File: src/pkg/rtcx_pkg.sv
`default_nettype none
package rtcx_pkg;
  localparam int unsigned DATA_W = 32;
  localparam int unsigned ADDR_W = 8;
  localparam int unsigned REG_W  = 24;

  // Register indices; byte address is four times the index
  localparam logic [5:0] IDX_TIME   = 6'h14;
  localparam logic [5:0] IDX_TALARM = 6'h15;
  localparam logic [5:0] IDX_DAY    = 6'h16;
  localparam logic [5:0] IDX_DALARM = 6'h17;
  localparam logic [5:0] IDX_STATUS = 6'h30;
  localparam logic [5:0] IDX_MASK   = 6'h31;

  // Field layout
  localparam int unsigned TOD_LSB   = 0;
  localparam int unsigned TOD_W     = 17;
  localparam int unsigned TRIM_LSB  = 17;
  localparam int unsigned TRIM_W    = 5;
  localparam int unsigned MODE_LSB  = 22;
  localparam int unsigned MODE_W    = 2;
  localparam int unsigned SPARE_LSB = 17;
  localparam int unsigned SPARE_W   = 6;
  localparam int unsigned HALT_BIT  = 23;
  localparam int unsigned DAY_W     = 15;
  localparam int unsigned EVT_W     = 2;
  localparam int unsigned EVT_ALARM = 0;
  localparam int unsigned EVT_DAY   = 1;

  // Reset values
  localparam logic [TOD_W-1:0]   TOD_RST    = 17'h00000;
  localparam logic [TOD_W-1:0]   TALARM_RST = 17'h1FFFF;
  localparam logic [TRIM_W-1:0]  TRIM_RST   = 5'h00;
  localparam logic [MODE_W-1:0]  MODE_RST   = 2'h0;
  localparam logic [SPARE_W-1:0] SPARE_RST  = 6'h00;
  localparam logic               HALT_RST   = 1'b0;
  localparam logic [DAY_W-1:0]   DAY_RST    = 15'h0000;
  localparam logic [DAY_W-1:0]   DALARM_RST = 15'h7FFF;
  localparam logic [EVT_W-1:0]   EVT_RST    = 2'h0;

  // Trim modes
  localparam logic [MODE_W-1:0] TRIM_OFF   = 2'h0;
  localparam logic [MODE_W-1:0] TRIM_SLOW  = 2'h1;
  localparam logic [MODE_W-1:0] TRIM_FAST  = 2'h2;

  // Timing
  localparam int unsigned CLK_HZ      = 100000000;
  localparam int unsigned SEC_TIME_S  = 1;
  localparam int unsigned SEC_CYCLES  = CLK_HZ * SEC_TIME_S;
  localparam int unsigned SEC_PER_DAY = 86400;

  localparam logic [1:0] RESP_OKAY   = 2'h0;
  localparam logic [1:0] RESP_SLVERR = 2'h2;
endpackage
`default_nettype wire

File: src/hw/rtcx_tick_gen.sv
`timescale 1ns/100ps
`default_nettype none
module rtcx_tick_gen #(
  parameter int unsigned TICK_CYCLES = rtcx_pkg::SEC_CYCLES
) (
  input  wire logic                              sys_clk,
  input  wire logic                              rst,
  input  wire logic                              run,
  input  wire logic [rtcx_pkg::MODE_W-1:0]       trim_mode_sel,
  input  wire logic [rtcx_pkg::TRIM_W-1:0]       timekeeper_trim_count,
  output logic                                   tick
);
  logic [31:0] cnt_r;
  logic [31:0] period;

  // Trim stretches or shortens each second by the trim count in cycles
  always_comb
  begin
    case (trim_mode_sel)
      rtcx_pkg::TRIM_SLOW: period = TICK_CYCLES + {27'h0000000, timekeeper_trim_count};
      rtcx_pkg::TRIM_FAST: period = TICK_CYCLES - {27'h0000000, timekeeper_trim_count};
      default:             period = TICK_CYCLES;
    endcase
  end

  always_ff @(posedge sys_clk or posedge rst)
  begin
    if (rst)
      cnt_r <= 32'h00000000;
    else if (!run)
      cnt_r <= 32'h00000000;
    else if (cnt_r + 32'h00000001 >= period)
      cnt_r <= 32'h00000000;
    else
      cnt_r <= cnt_r + 32'h00000001;
  end

  assign tick = run && (cnt_r + 32'h00000001 >= period);
endmodule
`default_nettype wire

File: src/hw/rtcx_top.sv
`timescale 1ns/100ps
`default_nettype none
module rtcx_top #(
  parameter int unsigned TICK_CYCLES = rtcx_pkg::SEC_CYCLES,
  parameter int unsigned SEC_PER_DAY = rtcx_pkg::SEC_PER_DAY
) (
  input  wire logic                          sys_clk,
  input  wire logic                          rst,
  input  wire logic                          s_axi_awvalid,
  output logic                               s_axi_awready,
  input  wire logic [rtcx_pkg::ADDR_W-1:0]   s_axi_awaddr,
  input  wire logic [2:0]                    s_axi_awprot,
  input  wire logic                          s_axi_wvalid,
  output logic                               s_axi_wready,
  input  wire logic [rtcx_pkg::DATA_W-1:0]   s_axi_wdata,
  input  wire logic [3:0]                    s_axi_wstrb,
  output logic                               s_axi_bvalid,
  input  wire logic                          s_axi_bready,
  output logic [1:0]                         s_axi_bresp,
  input  wire logic                          s_axi_arvalid,
  output logic                               s_axi_arready,
  input  wire logic [rtcx_pkg::ADDR_W-1:0]   s_axi_araddr,
  input  wire logic [2:0]                    s_axi_arprot,
  output logic                               s_axi_rvalid,
  input  wire logic                          s_axi_rready,
  output logic [rtcx_pkg::DATA_W-1:0]        s_axi_rdata,
  output logic [1:0]                         s_axi_rresp,
  output logic                               irq
);
  localparam int unsigned TOD_W  = rtcx_pkg::TOD_W;
  localparam int unsigned DAY_W  = rtcx_pkg::DAY_W;
  localparam int unsigned EVT_W  = rtcx_pkg::EVT_W;
  localparam logic [TOD_W-1:0] TOD_LAST = TOD_W'(SEC_PER_DAY - 1);

  // Register state
  logic [TOD_W-1:0]             seconds_of_date_count_r;
  logic [rtcx_pkg::TRIM_W-1:0]  timekeeper_trim_count_r;
  logic [rtcx_pkg::MODE_W-1:0]  trim_mode_sel_r;
  logic [TOD_W-1:0]             alarm_seconds_value_r;
  logic [rtcx_pkg::SPARE_W-1:0] alarm_spare_r;
  logic                         timekeeper_halt_r;
  logic [DAY_W-1:0]             day_count_r;
  logic [DAY_W-1:0]             alarm_date_value_r;
  logic [EVT_W-1:0]             evt_status_r;
  logic [EVT_W-1:0]             evt_mask_r;

  // Bus state
  logic                         aw_held_r;
  logic                         w_held_r;
  logic [5:0]                   wr_idx_r;
  logic [rtcx_pkg::DATA_W-1:0]  wr_data_r;
  logic [3:0]                   wr_strb_r;
  logic                         match_prev_r;

  logic                         wr_fire;
  logic                         wr_hit;
  logic [rtcx_pkg::DATA_W-1:0]  wr_mask;
  logic [rtcx_pkg::DATA_W-1:0]  wr_val;
  logic                         tick;
  logic                         run;
  logic                         day_wrap;
  logic                         match_now;
  logic [EVT_W-1:0]             evt_set;
  logic [rtcx_pkg::DATA_W-1:0]  rd_word;
  logic                         rd_hit;
  logic [5:0]                   rd_idx;
  logic [rtcx_pkg::DATA_W-1:0]  s_axi_rdata_nxt;
  logic [EVT_W-1:0]             evt_pending;
  logic                         time_wr_en;
  logic                         talarm_wr_en;
  logic                         day_wr_en;
  logic                         dalarm_wr_en;
  logic                         status_wr_en;
  logic                         mask_wr_en;
  logic [rtcx_pkg::DATA_W-1:0]  time_word;
  logic [rtcx_pkg::DATA_W-1:0]  talarm_word;
  logic [rtcx_pkg::DATA_W-1:0]  day_word;
  logic [rtcx_pkg::DATA_W-1:0]  dalarm_word;
  logic [rtcx_pkg::DATA_W-1:0]  status_word;
  logic [rtcx_pkg::DATA_W-1:0]  mask_word;

  // Write channel: address and data taken in either order
  assign s_axi_awready = !aw_held_r && !s_axi_bvalid;
  assign s_axi_wready  = !w_held_r && !s_axi_bvalid;
  assign wr_fire       = aw_held_r && w_held_r && !s_axi_bvalid;

  always_ff @(posedge sys_clk or posedge rst)
  begin
    if (rst)
    begin
      aw_held_r <= 1'b0;
      wr_idx_r  <= 6'h00;
    end
    else if (s_axi_awvalid && s_axi_awready)
    begin
      aw_held_r <= 1'b1;
      wr_idx_r  <= s_axi_awaddr[7:2];
    end
    else if (wr_fire)
      aw_held_r <= 1'b0;
  end

  always_ff @(posedge sys_clk or posedge rst)
  begin
    if (rst)
    begin
      w_held_r  <= 1'b0;
      wr_data_r <= 32'h00000000;
      wr_strb_r <= 4'h0;
    end
    else if (s_axi_wvalid && s_axi_wready)
    begin
      w_held_r  <= 1'b1;
      wr_data_r <= s_axi_wdata;
      wr_strb_r <= s_axi_wstrb;
    end
    else if (wr_fire)
      w_held_r <= 1'b0;
  end

  always_comb
  begin
    case (wr_idx_r)
      rtcx_pkg::IDX_TIME, rtcx_pkg::IDX_TALARM, rtcx_pkg::IDX_DAY,
      rtcx_pkg::IDX_DALARM, rtcx_pkg::IDX_STATUS, rtcx_pkg::IDX_MASK: wr_hit = 1'b1;
      default: wr_hit = 1'b0;
    endcase
  end

  always_ff @(posedge sys_clk or posedge rst)
  begin
    if (rst)
    begin
      s_axi_bvalid <= 1'b0;
      s_axi_bresp  <= rtcx_pkg::RESP_OKAY;
    end
    else if (wr_fire)
    begin
      s_axi_bvalid <= 1'b1;
      s_axi_bresp  <= wr_hit ? rtcx_pkg::RESP_OKAY : rtcx_pkg::RESP_SLVERR;
    end
    else if (s_axi_bready)
      s_axi_bvalid <= 1'b0;
  end

  // One packing per register, shared by read mux and write merge (status by the read mux only) so they cannot drift
  assign time_word   = {8'h00, trim_mode_sel_r, timekeeper_trim_count_r, seconds_of_date_count_r};
  assign talarm_word = {8'h00, timekeeper_halt_r, alarm_spare_r, alarm_seconds_value_r};
  assign day_word    = {17'h00000, day_count_r};
  assign dalarm_word = {17'h00000, alarm_date_value_r};
  assign status_word = {30'h00000000, evt_status_r};
  assign mask_word   = {30'h00000000, evt_mask_r};

  // Byte strobes merged into the stored word
  assign wr_mask = {{8{wr_strb_r[3]}}, {8{wr_strb_r[2]}}, {8{wr_strb_r[1]}}, {8{wr_strb_r[0]}}};

  always_comb
  begin
    case (wr_idx_r)
      rtcx_pkg::IDX_TIME:   rd_word = time_word;
      rtcx_pkg::IDX_TALARM: rd_word = talarm_word;
      rtcx_pkg::IDX_DAY:    rd_word = day_word;
      rtcx_pkg::IDX_DALARM: rd_word = dalarm_word;
      rtcx_pkg::IDX_MASK:   rd_word = mask_word;
      default:              rd_word = 32'h00000000;
    endcase
  end

  assign wr_val = (rd_word & ~wr_mask) | (wr_data_r & wr_mask);

  // One strobe per register so every update sees the same decode
  assign time_wr_en   = wr_fire && (wr_idx_r == rtcx_pkg::IDX_TIME);
  assign talarm_wr_en = wr_fire && (wr_idx_r == rtcx_pkg::IDX_TALARM);
  assign day_wr_en    = wr_fire && (wr_idx_r == rtcx_pkg::IDX_DAY);
  assign dalarm_wr_en = wr_fire && (wr_idx_r == rtcx_pkg::IDX_DALARM);
  assign status_wr_en = wr_fire && (wr_idx_r == rtcx_pkg::IDX_STATUS);
  assign mask_wr_en   = wr_fire && (wr_idx_r == rtcx_pkg::IDX_MASK);

  // Seconds tick; stops while halted
  assign run = !timekeeper_halt_r;

  rtcx_tick_gen #(
    .TICK_CYCLES (TICK_CYCLES)
  ) u_tick (
    .sys_clk               (sys_clk),
    .rst                   (rst),
    .run                   (run),
    .trim_mode_sel         (trim_mode_sel_r),
    .timekeeper_trim_count (timekeeper_trim_count_r),
    .tick                  (tick)
  );

  assign day_wrap = tick && (seconds_of_date_count_r >= TOD_LAST);

  // Time register: software write wins over a same-cycle tick
  always_ff @(posedge sys_clk or posedge rst)
  begin
    if (rst)
      seconds_of_date_count_r <= rtcx_pkg::TOD_RST;
    else if (time_wr_en)
      seconds_of_date_count_r <= wr_val[rtcx_pkg::TOD_LSB +: TOD_W];
    else if (day_wrap)
      seconds_of_date_count_r <= rtcx_pkg::TOD_RST;
    else if (tick)
      seconds_of_date_count_r <= seconds_of_date_count_r + 17'h00001;
  end

  always_ff @(posedge sys_clk or posedge rst)
  begin
    if (rst)
    begin
      timekeeper_trim_count_r <= rtcx_pkg::TRIM_RST;
      trim_mode_sel_r         <= rtcx_pkg::MODE_RST;
    end
    else if (time_wr_en)
    begin
      timekeeper_trim_count_r <= wr_val[rtcx_pkg::TRIM_LSB +: rtcx_pkg::TRIM_W];
      trim_mode_sel_r         <= wr_val[rtcx_pkg::MODE_LSB +: rtcx_pkg::MODE_W];
    end
  end

  always_ff @(posedge sys_clk or posedge rst)
  begin
    if (rst)
    begin
      alarm_seconds_value_r <= rtcx_pkg::TALARM_RST;
      alarm_spare_r         <= rtcx_pkg::SPARE_RST;
      timekeeper_halt_r     <= rtcx_pkg::HALT_RST;
    end
    else if (talarm_wr_en)
    begin
      alarm_seconds_value_r <= wr_val[rtcx_pkg::TOD_LSB +: TOD_W];
      alarm_spare_r         <= wr_val[rtcx_pkg::SPARE_LSB +: rtcx_pkg::SPARE_W];
      timekeeper_halt_r     <= wr_val[rtcx_pkg::HALT_BIT];
    end
  end

  // Day counter; upper bits are not stored at all
  always_ff @(posedge sys_clk or posedge rst)
  begin
    if (rst)
      day_count_r <= rtcx_pkg::DAY_RST;
    else if (day_wr_en)
      day_count_r <= wr_val[DAY_W-1:0];
    else if (day_wrap)
      day_count_r <= day_count_r + 15'h0001;
  end

  always_ff @(posedge sys_clk or posedge rst)
  begin
    if (rst)
      alarm_date_value_r <= rtcx_pkg::DALARM_RST;
    else if (dalarm_wr_en)
      alarm_date_value_r <= wr_val[DAY_W-1:0];
  end

  // Alarm fires once on entering the match, not every cycle it lasts
  assign match_now = run && (seconds_of_date_count_r == alarm_seconds_value_r)
                     && (day_count_r == alarm_date_value_r);

  always_ff @(posedge sys_clk or posedge rst)
  begin
    if (rst)
      match_prev_r <= 1'b0;
    else
      match_prev_r <= match_now;
  end

  assign evt_set[rtcx_pkg::EVT_ALARM] = match_now && !match_prev_r;
  assign evt_set[rtcx_pkg::EVT_DAY]   = day_wrap;

  // Sticky status, write one to clear; a new event beats the clear
  always_ff @(posedge sys_clk or posedge rst)
  begin
    if (rst)
      evt_status_r <= rtcx_pkg::EVT_RST;
    else if (status_wr_en && wr_strb_r[0])
      evt_status_r <= (evt_status_r & ~wr_data_r[EVT_W-1:0]) | evt_set;
    else
      evt_status_r <= evt_status_r | evt_set;
  end

  always_ff @(posedge sys_clk or posedge rst)
  begin
    if (rst)
      evt_mask_r <= rtcx_pkg::EVT_RST;
    else if (mask_wr_en)
      evt_mask_r <= wr_val[EVT_W-1:0];
  end

  assign evt_pending = (evt_status_r | evt_set) & evt_mask_r;

  // Registered so the pin never glitches on decode hazards
  always_ff @(posedge sys_clk or posedge rst)
  begin
    if (rst)
      irq <= 1'b0;
    else
      irq <= |evt_pending;
  end

  // Read channel: one read in flight, data registered at the handshake
  assign s_axi_arready = !s_axi_rvalid;
  assign rd_idx        = s_axi_araddr[7:2];

  always_comb
  begin
    rd_hit = 1'b1;
    case (rd_idx)
      rtcx_pkg::IDX_TIME:   s_axi_rdata_nxt = time_word;
      rtcx_pkg::IDX_TALARM: s_axi_rdata_nxt = talarm_word;
      rtcx_pkg::IDX_DAY:    s_axi_rdata_nxt = day_word;
      rtcx_pkg::IDX_DALARM: s_axi_rdata_nxt = dalarm_word;
      rtcx_pkg::IDX_STATUS: s_axi_rdata_nxt = status_word;
      rtcx_pkg::IDX_MASK:   s_axi_rdata_nxt = mask_word;
      default:
      begin
        s_axi_rdata_nxt = 32'h00000000;
        rd_hit          = 1'b0;
      end
    endcase
  end

  always_ff @(posedge sys_clk or posedge rst)
  begin
    if (rst)
    begin
      s_axi_rvalid <= 1'b0;
      s_axi_rdata  <= 32'h00000000;
      s_axi_rresp  <= rtcx_pkg::RESP_OKAY;
    end
    else if (s_axi_arvalid && s_axi_arready)
    begin
      s_axi_rvalid <= 1'b1;
      s_axi_rdata  <= s_axi_rdata_nxt;
      s_axi_rresp  <= rd_hit ? rtcx_pkg::RESP_OKAY : rtcx_pkg::RESP_SLVERR;
    end
    else if (s_axi_rready)
      s_axi_rvalid <= 1'b0;
  end
endmodule
`default_nettype wire

File: config.mk
export PLATFORM = sky130hd
export DESIGN_NAME = rtcx_top
export DESIGN_NICKNAME = d
export VERILOG_FILES = /design/src/pkg/rtcx_pkg.sv /design/src/hw/rtcx_tick_gen.sv /design/src/hw/rtcx_top.sv
export SDC_FILE = /design/constraint.sdc
export NUM_CORES = 1
export LEC_CHECK = 0
export BUFFER_PORTS_ARGS = -buffer_cell sky130_fd_sc_hd__buf_2
export CAP_MARGIN = 25
export CORE_MARGIN = 3
export CORE_UTILIZATION = 60
export DETAILED_ROUTE_END_ITERATION = 10
export PLACE_DENSITY = 0.81
export SYNTH_ARGS = -nofsm -noshare
export SYNTH_HDL_FRONTEND = slang
export SYNTH_SLANG_ARGS = --single-unit
File: constraint.sdc
create_clock -name sys_clk -period 8.49 [get_ports sys_clk]
set_clock_uncertainty 0.1 [all_clocks]
set_input_delay 1.698 -clock sys_clk [delete_from_list [all_inputs] [get_ports sys_clk]]
set_output_delay 1.698 -clock sys_clk [all_outputs]
set_load 0.01 [all_outputs]
==> qor.yml <==
cells_and_area:
  most-common-layout-cells: "dfrtp_1 (147), nand2_1 (96), nor2_1 (87)"
  final_layout_size_suffix_gt1_share_pct: 22.9
  post-route-util_pct: 68.3
  antenna_cells_inserted: 0
  areaGrowthSynthToFinish_pct: 9.30
  most_common_cell_after_layout_fill_and_taps_aside: "dfrtp_1"
  post-route-cell-area_sq_um: 11600
  finish.net_count: 1175
setup_path:
  timing.critical_path.arrival_ns: 4.65
  cp_max_fo: 16
  cpMaxStageDelayCell: "a2111o_1"
  critical_path_cell_list: "inv_1 -> ha_1 -> inv_1 -> nor3_1 -> o21ai_0 -> ha_1 -> a31oi_1 -> nor2b_1 -> o311ai_0 -> a21oi_1 -> o31ai_2 -> a2111o_1 -> nand2_4 -> a31oi_1 -> o31ai_1"
  setup.worst_path.start_class: "flip-flop"
  required_ns: 8.67
  critPathCaptureType: "flip-flop"
  critPathMaxStageDelay_ns: 0.72
  worstSetupPathType: "flip-flop to flip-flop"
global_routing:
  antenna_violations_before_repair: 0
  grt_pass1_vias: 8234
  grt.overflow.total: 0
  grt_util_all_layers_pct: 28.2
  grt_max_degree: 107
  first_pass_grt_wire_length_microns: 43900
die:
  io_pins: 107
  die_area_sq_um: 19300
  initial_utilization_pct: 62.4
  fp.coreArea_sq_um: 16900
  number_of_placement_rows: 47
  die_x_microns: 139
  die_height_microns: 139
clock_network:
  cts_resized: 0
  postCtsSetupBuffers: 0
  ctsRootBufferMaster: "clkbuf_16"
  clock-sinks: 179
  max-clock-path-buffers: 2
  numCtsBuffers: 17
  cts_max_level: 4
  cts_clock_pin_slew_for_the_worst_setup_and_hold_paths_ns: 0.07
  postCtsHoldBufs: 0
  tritoncts_clock_tree: "done"
  insertion_delay_ns: 0.43
yosys:
  synth_compound_gate_area_share_pct: 16.0
  synth.distinct_cells: 76
  synth_sequential_area_ratio_pct: 42.7
  synth_xor_area_share_pct: 6.05
  synth_simple_gate_area_share_pct: 16.8
  synth_edf_count: 0
  combinational_family_with_the_most_area_after_synthesis: "simple AND/OR/NAND/NOR gates"
  synth_top_flop_cell: "dfrtp_1"
  syn_area_per_cell_sq_um: 10.0
  ys_warn_count: 0
  synth_cells: 1057
  yosys.area_share.adder_pct: 1.89
  mappedNetlistArea_sq_um: 10600
  synth.area.mux_share_pct: 11.8
  postSynthRegisterBits: 179
  synth_async_sr_flop_share_pct: 100
hold_path:
  hold_path.class: "flip-flop to flip-flop"
timing:
  worst_hold_slack_ns: 0.373
  setup-tns-final_ns: 0
  report.final.hold_viol_count: 0
  fmaxAchievable_ghz: 0.224
  worst_slew_pin_slew_ns: 1.06
  final.min_clock_period_ns: 4.46
  finalMaxSlewViolations: 0
  grt_setup_unrepaired: "no"
  layout_worst_path_cycle_share_pct: 52.6
  final-setup-viol-count: 0
  max_slew_margin_pct: 28.8
placement:
  postPlaceCellArea_sq_um: 11000
  io_buffers: 77
  gpl.final_weighted_congestion: 0.959
  place.detailed.hpwl_microns: 18900
routing:
  routed_wire_length_per_instance_microns: 20.5
  route.detailed.vias_per_inst: 6.44
  ant_nets: 0
  firstDrtPassIters: 7
  num_vias: 8550
  detail_route.drc_violations: 0
  wl_microns: 27200
  drtIter0Drc: 999
pwr:
  max-vdd-ir-drop_v: 0.000227
  power.leakage_nw: 4.80
  power_density_nw_per_um2: 268
run:
  timing.max_cap.violations: 0
run_status:
  outcome: "complete, no violations"
metrics by stage:
stage / total power, mW / cells / setup WS (ns)
6_report: 3.10 / 1327 / 4.03
4_1_cts: 3.08 / 1325 / 4.15
2_1_floorplan: 2.03 / 1071 / 1.89
5_1_grt: 3.26 / 1327 / 3.75
3_3_place_gp: 2.28 / 1291 / 4.01
3_5_place_dp: 2.33 / 1293 / 4.26
critical path: cells and delay by family, from the launching register on:
family / cells / cell delay, ns
compound gates: 8 / 2.38
fa+ha+maj: 2 / 0.64
simple gates: 3 / 0.56
flops: 1 / 0.41
buf+inv: 2 / 0.21
cell families (layout without fill, tap and decap cells):
| logic type | count (synthesis) | in the layout |
|---|---|---|
| and+or+nand+nor | 335 | 335 |
| AOI/OAI and AO/OA | 250 | 250 |
| DFF | 179 | 179 |
| buffers and inverters | 106 | 142 |
| muxes | 97 | 97 |
| xor gates and xnor gates | 73 | 73 |
| adders and majority gates | 16 | 16 |
| other | 1 | 15 |
layer usage:
metal	global-route usage (%)	up-vias	share of wire, %
met5	0	-	0
met4	10.4	0	2.9
met3	4.79	51	8.8
met2	44.9	413	47
met1	39.2	4183	41
li1	-	3903	-
sequential cells by signal, summed over array words and instances, names as in the netlist, 2 cells and up:
register,cells
timekeeper_trim_count_r,5
s_axi_rdata,24
u_tick.cnt_r,32
wr_idx_r,6
wr_data_r,24
seconds_of_date_count_r,17
wr_strb_r,3
alarm_seconds_value_r,17
alarm_date_value_r,15
alarm_spare_r,6
evt_status_r,2
day_count_r,15
trim_mode_sel_r,2
evt_mask_r,2
cell type report:
cell class              instances  area [sq um]
multi-input cells             786          5620
clock inverters                11           106
well taps                     220           275
flip-flops and latches        179          4520
clock buffers                  21           440
fillers                      1288          5380
inverters                      17          68.8
repair buffers                 93           529
Yosys cell counts (3+ instances only):
cell,instances,area (sq um)
nand3_1,26,130
o21a_1,3,22.5
o311ai_0,4,35.0
xnor2_1,59,517
ha_1,16,200
a22oi_1,45,338
and4b_1,3,30.0
and2_1,9,56.3
nor2b_1,13,81.3
dfrtp_1,147,3680
nand2_1,96,360
nor3b_1,5,37.5
clkbuf_1,59,221
nand4_1,20,125
and3_1,16,100
nor3_1,13,65.1
a2111oi_4,3,82.6
a211oi_1,4,30.0
nor4b_1,11,96.3
o21ai_0,76,380
inv_1,17,63.8
xor2_1,14,123
buf_6,5,56.3
buf_4,14,105
dfstp_2,32,841
a31oi_1,7,43.8
nor2_1,87,327
mux2i_1,17,170
and4_1,5,43.8
nor4_1,9,56.3
mux2_2,64,721
o31ai_1,3,22.5
a22o_1,17,149
o31a_1,4,35.0
buf_2,5,25.0
mux4_2,16,360
buf_1,6,22.5
a21oi_1,54,270
a21o_1,4,30.0
where the power goes:
group	switching [mW]	total [mW]	leakage [nW]	internal (mW)
logic	0.498	0.931	2.28	0.433
registers	0.320	1.42	2.26	1.10
clock network	0.348	0.755	0.258	0.407
final timing paths:
check / start / end / slack (ns) / depth (start not counted)
setup / recovery: trim_mode_sel_r[0]$_DFFE_PP0P_ / seconds_of_date_count_r[16]$_DFFE_PP0P_ / 4.03 / 15
hold / removal: s_axi_rdata[23]$_DFFE_PP0P_ / s_axi_rdata[23]$_DFFE_PP0P_ / 0.37 / 2
setup reg to reg: trim_mode_sel_r[0]$_DFFE_PP0P_ / seconds_of_date_count_r[16]$_DFFE_PP0P_ / 4.03 / 15
hold reg to reg: s_axi_rdata[23]$_DFFE_PP0P_ / s_axi_rdata[23]$_DFFE_PP0P_ / 0.37 / 2
max in group asynchronous: rst / day_count_r[12]$_DFFE_PP0P_ / 5.71 / 4
min in group asynchronous: rst / irq$_DFF_PP0_ / 1.03 / 2
Power figures use the tool's default switching activity.
